### config.mk
export PLATFORM = sky130hd
export DESIGN_NAME = sbg_top
export DESIGN_NICKNAME = d
export VERILOG_FILES = /design/src/sbg_dummy_end.sv /design/src/sbg_pkg.sv /design/src/sbg_prescaler.sv /design/src/sbg_top.sv
export VERILOG_INCLUDE_DIRS = /design/src
export SDC_FILE = /design/constraint.sdc
export NUM_CORES = 1
export LEC_CHECK = 0
export ABC_AREA = 1
export BUFFER_PORTS_ARGS = -buffer_cell sky130_fd_sc_hd__buf_4
export CAP_MARGIN = 10
export CORE_MARGIN = 3
export CORE_UTILIZATION = 65
export CTS_CLUSTER_DIAMETER = 30
export CTS_CLUSTER_SIZE = 28
export DETAILED_ROUTE_END_ITERATION = 10
export PLACE_DENSITY_LB_ADDON = 0.12
export SLEW_MARGIN = 5
export SYNTH_ARGS = -nofsm -noshare
export SYNTH_HDL_FRONTEND = slang
export SYNTH_HIERARCHICAL = 1
export SYNTH_SLANG_ARGS = --single-unit
### constraint.sdc
create_clock -name SYS_CLK -period 4.4 [get_ports SYS_CLK]
set_input_delay 0.22 -clock SYS_CLK [delete_from_list [all_inputs] [get_ports SYS_CLK]]
set_output_delay 0.22 -clock SYS_CLK [all_outputs]
set_load 0.02 [all_outputs]
### src/sbg_cfg.svh
// Constants of the serial baud rate generator: offsets, fields, resets.
`ifndef SBG_CFG_SVH
`define SBG_CFG_SVH

// Register offsets on the register port.
`define SBG_OFS_DIV_LOW 3'h0
`define SBG_OFS_DIV_HIGH 3'h1
`define SBG_OFS_CTRL 3'h2
`define SBG_OFS_CNT_LOW 3'h3
`define SBG_OFS_CNT_HIGH 3'h4
`define SBG_OFS_PRE 3'h5

// Bit positions and width of the baud control register.
`define SBG_CTRL_SYNC 0
`define SBG_CTRL_WIDE 1
`define SBG_CTRL_HS 2
`define SBG_CTRL_W 3

// Reset values.
`define SBG_RST_DIV 8'h00
`define SBG_RST_CTRL 3'h0

// Last prescaler count for each prescale factor of 64, 16 and 4.
`define SBG_PRE64_LAST 6'h3f
`define SBG_PRE16_LAST 6'h0f
`define SBG_PRE4_LAST 6'h03

`endif

### src/sbg_dummy_end.sv
// Intentionally empty unit closing the set.
`default_nettype none
`default_nettype wire

### src/sbg_pkg.sv
// Types shared by the serial baud rate generator modules.
`default_nettype none
package sbg_pkg;
	typedef enum logic [1:0] {SBG_DIV64, SBG_DIV16, SBG_DIV4} sbg_presc_t;

	typedef struct packed {
		logic [5:0] pcnt;
		logic bit_tick;
	} sbg_pre_t;

	typedef struct packed {
		logic [7:0] div_low;
		logic [7:0] div_high;
		logic [2:0] ctrl;
		logic [15:0] cnt;
		logic rate_tick;
		logic [7:0] rdata;
	} sbg_main_t;
endpackage
`default_nettype wire

### src/sbg_prescaler.sv
// Prescaler that turns divisor rate ticks into bit clock ticks.
`include "sbg_cfg.svh"
`default_nettype none
module sbg_prescaler
	import sbg_pkg::*;
(
	// Clock and synchronised reset.
	input wire logic clk,
	input wire logic rst_n,
	// Control from the divisor counter and the prescale select decode.
	input wire logic restart,
	input wire logic rate_tick,
	input wire sbg_presc_t presc_sel,
	// Results.
	output logic [5:0] pcnt,
	output logic bit_tick
);
	sbg_pre_t q;
	sbg_pre_t d;
	logic [5:0] last;

	always_comb
	begin
		d = q;
		d.bit_tick = 1'b0;
		case (presc_sel)
			SBG_DIV64: last = `SBG_PRE64_LAST;
			SBG_DIV16: last = `SBG_PRE16_LAST;
			SBG_DIV4: last = `SBG_PRE4_LAST;
			default: last = `SBG_PRE64_LAST;
		endcase
		if (restart)
			d.pcnt = 6'h00;
		else if (rate_tick)
		begin
			// A narrowed factor after a mode change must still wrap.
			if (q.pcnt >= last)
			begin
				d.pcnt = 6'h00;
				d.bit_tick = 1'b1;
			end
			else
				d.pcnt = q.pcnt + 6'h01;
		end
	end

	always_ff @(posedge clk or negedge rst_n)
	begin
		if (!rst_n)
			q <= '0;
		else
			q <= d;
	end

	assign pcnt = q.pcnt;
	assign bit_tick = q.bit_tick;
endmodule
`default_nettype wire

### src/sbg_top.sv
// Serial baud rate generator: divisor registers, counter and prescale.
//
// What this block does
// - Low register holds divisor bits 7-0.
// - High register holds divisor bits 15-8.
// - Writing low register restarts the counter.
// - Writing high register restarts the counter.
// - Narrow width leaves high register out of the divisor; writing it still restarts the counter.
// - Async narrow slow: rate is clock/64(n+1).
// - Async wide slow or narrow fast: /16(n+1).
// - Sync, or async wide fast: /4(n+1).
// - Divisor is high byte then low byte.
//
// The implementer's own choices: the register offsets and the strobed register port.
`include "sbg_cfg.svh"
`default_nettype none
module sbg_top
	import sbg_pkg::*;
(
	// Clock and reset.
	input wire logic SYS_CLK,
	input wire logic RST_B,
	// Register port.
	input wire logic [2:0] ADDR,
	input wire logic [7:0] WDATA,
	input wire logic WR,
	input wire logic RD,
	output logic [7:0] RDATA,
	// Generated ticks.
	output logic RATE_TICK,
	output logic BAUD_TICK
);

	////////////////////////////////////////////////////////////////////////
	// Reset release.

	logic rst_s1_q;
	logic rst_n;

	// Assertion is immediate; release waits two edges to avoid metastability.
	always_ff @(posedge SYS_CLK or negedge RST_B)
	begin
		if (!RST_B)
		begin
			rst_s1_q <= 1'b0;
			rst_n <= 1'b0;
		end
		else
		begin
			rst_s1_q <= 1'b1;
			rst_n <= rst_s1_q;
		end
	end

	////////////////////////////////////////////////////////////////////////
	// State and next state.

	sbg_main_t q;
	sbg_main_t d;
	logic restart;
	logic [15:0] n_eff;
	logic [15:0] n_next;
	sbg_presc_t presc_sel;
	logic [5:0] pcnt;
	logic sync_m;
	logic wide_m;
	logic hs_m;

	assign sync_m = q.ctrl[`SBG_CTRL_SYNC];
	assign wide_m = q.ctrl[`SBG_CTRL_WIDE];
	assign hs_m = q.ctrl[`SBG_CTRL_HS];

	always_comb
	begin
		d = q;
		d.rate_tick = 1'b0;
		d.rdata = 8'h00;
		restart = 1'b0;
		// Narrow width uses low byte only.
		if (wide_m)
			n_eff = {q.div_high, q.div_low};
		else
			n_eff = {8'h00, q.div_low};
		if (WR)
		begin
			case (ADDR)
				`SBG_OFS_DIV_LOW:
				begin
					d.div_low = WDATA;
					restart = 1'b1;
				end
				`SBG_OFS_DIV_HIGH:
				begin
					d.div_high = WDATA;
					restart = 1'b1;
				end
				`SBG_OFS_CTRL:
					d.ctrl = WDATA[`SBG_CTRL_W-1:0];
				default:
					d.ctrl = q.ctrl;
			endcase
		end
		if (d.ctrl[`SBG_CTRL_WIDE])
			n_next = {d.div_high, d.div_low};
		else
			n_next = {8'h00, d.div_low};
		if (restart)
			d.cnt = n_next;
		else if (q.cnt == 16'h0000)
		begin
			d.cnt = n_eff;
			d.rate_tick = 1'b1;
		end
		else
			d.cnt = q.cnt - 16'h0001;
		if (RD)
		begin
			case (ADDR)
				`SBG_OFS_DIV_LOW: d.rdata = q.div_low;
				`SBG_OFS_DIV_HIGH: d.rdata = q.div_high;
				`SBG_OFS_CTRL: d.rdata = {5'h00, q.ctrl};
				`SBG_OFS_CNT_LOW: d.rdata = q.cnt[7:0];
				`SBG_OFS_CNT_HIGH: d.rdata = q.cnt[15:8];
				`SBG_OFS_PRE: d.rdata = {2'h0, pcnt};
				default: d.rdata = 8'h00;
			endcase
		end
	end

	// A mode change alone does not restart; the new factor applies at once.
	always_comb
	begin
		if (sync_m || (wide_m && hs_m))
			presc_sel = SBG_DIV4;
		// Async wide slow or narrow fast.
		else if (wide_m || hs_m)
			presc_sel = SBG_DIV16;
		else
			presc_sel = SBG_DIV64;
	end

	always_ff @(posedge SYS_CLK or negedge rst_n)
	begin
		if (!rst_n)
		begin
			q.div_low <= `SBG_RST_DIV;
			q.div_high <= `SBG_RST_DIV;
			q.ctrl <= `SBG_RST_CTRL;
			q.cnt <= 16'h0000;
			q.rate_tick <= 1'b0;
			q.rdata <= 8'h00;
		end
		else
			q <= d;
	end

	////////////////////////////////////////////////////////////////////////
	// Prescaler.

	sbg_prescaler u_pre (
		.clk(SYS_CLK),
		.rst_n(rst_n),
		.restart(restart),
		.rate_tick(q.rate_tick),
		.presc_sel(presc_sel),
		.pcnt(pcnt),
		.bit_tick(BAUD_TICK)
	);

	assign RDATA = q.rdata;
	assign RATE_TICK = q.rate_tick;
endmodule
`default_nettype wire

Word level (Yosys, flattened, before mapping). Cells that the tools add are included.

Magnitude comparators: 1. Eq/ne operators: 7. Mux-type cells: 22. Add/subtract/negate cells: 2. Reduce and logical (&&, ||, !) cells: 8.

Operator list (number): 16-bit 2-to-1 mux (4); 8-bit case mux with 6 select lines (1); 8-bit 2-to-1 mux (3); 19-bit 2-to-1 mux (1); 16-bit logical NOT (1); 16-bit by 1-bit subtractor with 16-bit output, second input constant (1); 6-bit 2-to-1 mux (2); 6-bit case mux with 2 select lines (1); 1-bit 2-to-1 mux (7); 7-bit 2-to-1 mux (1); 6-bit by 1-bit adder with 6-bit output, second input constant (1); 3-bit by 2-bit == test with 1-bit output, second input constant (2); 3-bit == test, second input constant (2); 6-bit greater-or-equal comparator (1); 3-bit by 1-bit == test with 1-bit output, second input constant (1); 3-bit logical NOT (1); 3-bit 2-to-1 mux (1); 2-bit by 1-bit == test with 1-bit output, second input constant (1); 2-bit == test, second input constant (1); 1-bit logical OR (2); 2-bit 2-to-1 mux (1); 2-bit AND reduction (1); 2-bit nonzero test (1); 2-bit OR reduction (1); 1-bit logical AND (1).

Output and inout port bits: 10. Register bits: 53. Bits of input ports: 15. Word-level logic and storage cells: 51.

Depth between registers and ports, before layout.
Depth in word-level cells: 9. Mapped depth: 13.

By module. The synthesis kept the hierarchy.

Modules (own cells, without submodules): sbg_top (area each 2730.1 µm², times used 1, sequential area each 1151.1 µm², cells each 380); sbg_prescaler (area each 515.5 µm², times used 1, sequential area each 175.2 µm², cells each 69).

Least setup slack after synthesis. Ideal clock, no wire load.

Path type: reg2reg. From: register q[26] in the netlist's numbering. To: register u_pre.q, in the netlist u_pre/pcnt[1]. Stages on the path, launching flop included: 13. Clock period less this slack: 1.960 ns. Arrival: 1.882 ns. Setup time: 0.078 ns. Path slack: 2.440 ns. Cells stage by stage: dfrtp_1 > inv_1 > o21ai_0 > a21oi_1 > inv_1 > ha_1 > inv_1 > ha_1 > nand2_1 > nor2_1 > a21oi_2 > nand3_2 > o21bai_1.

Word-level cells in the longest chain between the ends: 9.

RTL lines: start, declared (line sbg_top.sv:58) `sbg_main_t q;`; 1-bit logical AND * (line sbg_top.sv:133) `if (sync_m || (wide_m && hs_m))`; 1-bit logical OR * (line sbg_top.sv:133); 2-bit 2-to-1 mux * (line sbg_top.sv:133); named net presc_sel[1] (line sbg_top.sv:63) `sbg_presc_t presc_sel;`; 2-bit == test or 2-bit by 1-bit == test with 1-bit output (tied branches) (line sbg_prescaler.sv:26) `case (presc_sel)`; 6-bit case mux with 2 select lines * (line sbg_prescaler.sv:26); 6-bit greater-or-equal comparator * (line sbg_prescaler.sv:37) `if (q.pcnt >= last)`; 6-bit 2-to-1 mux * (line sbg_prescaler.sv:37); 7-bit 2-to-1 mux * (line sbg_prescaler.sv:34) `else if (rate_tick)`; 6-bit 2-to-1 mux * (line sbg_prescaler.sv:32) `if (restart)`; end signal, assigned (line sbg_prescaler.sv:50) `q <= '0;`; end signal, assigned (line sbg_prescaler.sv:52) `q <= d;`; end, declared (line sbg_prescaler.sv:18) `sbg_pre_t q;`.

Mark *: on every way through the listed nets, which the timed path passes. The rest lies on a longest branch. The select of a mux whose other input is x is not followed. A chain may end at the register's enable or synchronous reset.

Final worst setup path. Ends and elaborated chain as after synthesis.

==> results.json <==
{
  "clock_skew_ns": 0.00541,
  "yosys.area_share.simple_pct": 32.1,
  "grt-ovfl-total": 0,
  "multi_input_area_sq_um": 1580,
  "vias": 2934,
  "grt_pass1_wl_um": 13600,
  "power_density_nw_per_um2": 451,
  "rows": 25,
  "drive_gt1_share_pct": 12.7,
  "clk_pin_slew_ns": 0.10,
  "worst-setup-path-type": "reg -> reg",
  "maxCapViolCount": 0,
  "rsz0062_at_grt": "false",
  "core_sq_um": 4790,
  "period_share_pct": 52.4,
  "syn-instance-count": 449,
  "yosysSeqAreaShare_pct": 40.9,
  "synth-seq-cells": 53,
  "antenna_left": 0,
  "p_leak_nw": 1.78,
  "path_common_cell": "inv_1",
  "ys_warn_count": 6,
  "ys_types": 33,
  "drt_iter0_markers": 324,
  "first_global_vias": 2744,
  "synth_mux_area_share_pct": 0,
  "start_util_pct": 67.8,
  "drtPass1Iterations": 5,
  "cts_tree": "done",
  "fp.dieArea_sq_um": 5880,
  "place_area_sq_um": 3400,
  "synthArstFlopShare_pct": 100,
  "path_cells": "inv_1 -> o21ai_0 -> a21oi_1 -> inv_1 -> ha_1 -> inv_1 -> ha_1 -> nand2_1 -> nand2_1 -> a21oi_2 -> nand3_2 -> o21bai_1",
  "syn_area_per_cell_sq_um": 7.23,
  "min_period_ns": 2.30,
  "mostFrequentLayoutCell": "nand2_1",
  "hpwl_um": 6150,
  "synth_top_family_by_area": "simple AND/OR/NAND/NOR gates",
  "synth_ff_type": "dfrtp_1",
  "endpoint_kind": "register",
  "status": "finished clean",
  "worstMarginPinSlew_ns": 1.08,
  "grt_start_max_net_pins": 52,
  "final_area_sq_um": 3520,
  "hold-worst-slack_ns": 0.167,
  "required_ns": 4.63,
  "synth_fp_nets": 471,
  "seqCellArea_sq_um": 1330,
  "synth-edff-count": 0,
  "hold_class": "in -> reg",
  "io_buffers": 24,
  "synth_compound_area_share_pct": 11.0,
  "grt.total_usage_pct": 29.2,
  "timing.critical_path.from_type": "register",
  "fillCellCount": 408,
  "io_pins": 25,
  "cts_max_level": 2,
  "cts_root_buf": "clkbuf_8",
  "route.detailed.drc": 0,
  "cts_setup_buffers": 0,
  "finalNetCount": 486,
  "fmax_mhz": 434,
  "synth_area_sq_um": 3250,
  "crit_slowest_cell": "dfrtp_1",
  "numCtsBuffers": 5,
  "path_max_fanout": 5,
  "clk_latency_ns": 0.31,
  "clock_path_buffers": 2,
  "finalSetupTns_ns": 0,
  "fp.dieH_um": 76.7,
  "area_growth_syn_to_layout_pct": 8.40,
  "cts.sinks": 53,
  "routed_wl_um": 8180,
  "setup_viol": 0,
  "synth_fa_ha_area_share_pct": 2.70,
  "max_stage_delay_ns": 0.39,
  "synth_xor_area_share_pct": 2.70,
  "worst_ep_arrival_time_ns": 2.53,
  "final_cell_mix": "nand2_1 (129), inv_1 (55), nor2_1 (54), dfrtp_1 (52), nand3_1 (37)",
  "hold_viol_final": 0,
  "gp_congestion": 0.960,
  "antenna_cells": 0,
  "routedWlPerCell_um": 15.4,
  "peakVddDrop_uv": 315,
  "maxSlewViolCount": 0,
  "viasPerCell": 5.52,
  "antenna_found_initial": 0,
  "max-slew-margin-rel_pct": 27.7,
  "die_x_um": 76.7
}
Yosys cell counts, types with 2 or more instances:
cell,instances,area (sq um)
o21bai_1,5,37.5
nor2_4,3,33.8
a31oi_1,3,18.8
o21ai_2,2,17.5
xnor2_1,3,26.3
nand2_1,129,484
xor2_1,7,61.3
nor3_1,3,15.0
o21ai_0,29,145
dfrtp_1,53,1330
buf_2,4,20.0
a21oi_1,8,40.0
inv_1,55,206
nand3_1,37,185
buf_4,12,90.1
nor2_2,4,25.0
ha_1,7,87.6
o22ai_1,8,50.1
nand2_2,4,25.0
nor2_1,54,203
a21oi_2,3,26.3
inv_2,3,11.3
nand3_2,3,30.0
flip-flops by register name (all words and copies together), names as in the netlist:
| signal | flops |
|---|---|
| u_pre/pcnt | 6 |
| RDATA | 8 |
| RATE_TICK | 1 |
| rst_n | 1 |
| rst_s1_q | 1 |
| q | 34 |
| u_pre/bit_tick | 1 |
| hs_m | 1 |
path summary, 6_finish.rpt:
check	startpoint	end	slack, ns	cells past startpoint
min reg2reg	rst_s1_q	rst_n	0.37	0
max in group asynchronous	rst_n	hs_m	3.25	0
max	q[26]	u_pre/pcnt[1]	2.10	12
max reg2reg	q[26]	u_pre/pcnt[1]	2.10	12
min in group asynchronous	RST_B	rst_s1_q	0.22	2
min	WDATA[4]	q[32]	0.17	3
area by class of cell:
class	instances	share of cell area (%)
Inverter	60	6.47
Tap cell	67	2.38
Clock inverter	2	1.10
Clock buffer	6	2.06
Multi-Input combinational cell	319	44.8
Timing Repair Buffer	25	5.41
Sequential cell	53	37.7
kinds of logic after synthesis:
kind of cell / Yosys count
AND/OR/NAND/NOR: 241
buffers and inverters: 77
AO/OA/AOI/OAI: 60
flip-flops: 53
XOR/XNOR: 10
adder cells (fa/ha/maj): 7
other: 1
power by group:
part	switching (W)	internal [W]
logic	0.000364	0.000188
registers	0.000111	0.000585
clock network	0.000169	0.000171
worst max-delay path, delay by kind of cell (launching register included):
family	cells	cell delay (ns)
adders and majority gates	2	0.59
buffers and inverters	3	0.27
DFF	1	0.39
AOI/OAI and AO/OA	4	0.68
and+or+nand+nor	3	0.30
stage by stage:
| step | setup slack [ns] | cells | utilization, % | power (W) |
|---|---|---|---|---|
| 2_1_floorplan | 2.44 | 449 | - | 0.00108 |
| 3_3_place_gp | 2.33 | 523 | 71.0 | 0.00122 |
| 3_5_place_dp | 2.17 | 523 | 71.0 | 0.00124 |
| 4_1_cts | 2.13 | 532 | 73.5 | 0.00157 |
| 5_1_grt | 1.96 | 532 | 73.5 | 0.00169 |
| 6_report | 2.10 | 532 | 73.5 | 0.00159 |
timing repair:
| item | in CTS | in global routing |
|---|---|---|
| hold endpoints to repair | 2 | 0 |
| gates resized for setup | 0 | 0 |
| hold buffers | 1 | 0 |
| setup endpoints to repair | 0 | 0 |
layer usage:
metal | vias up | GRT usage [%] | wire length, um
met5 | - | 0 | 0
met4 | 0 | 9.96 | 221
met3 | 23 | 4.93 | 600
met2 | 131 | 41.2 | 3490
met1 | 1347 | 45.5 | 3870
li1 | 1433 | - | -
No activity file was read; power rests on OpenSTA's default activity.
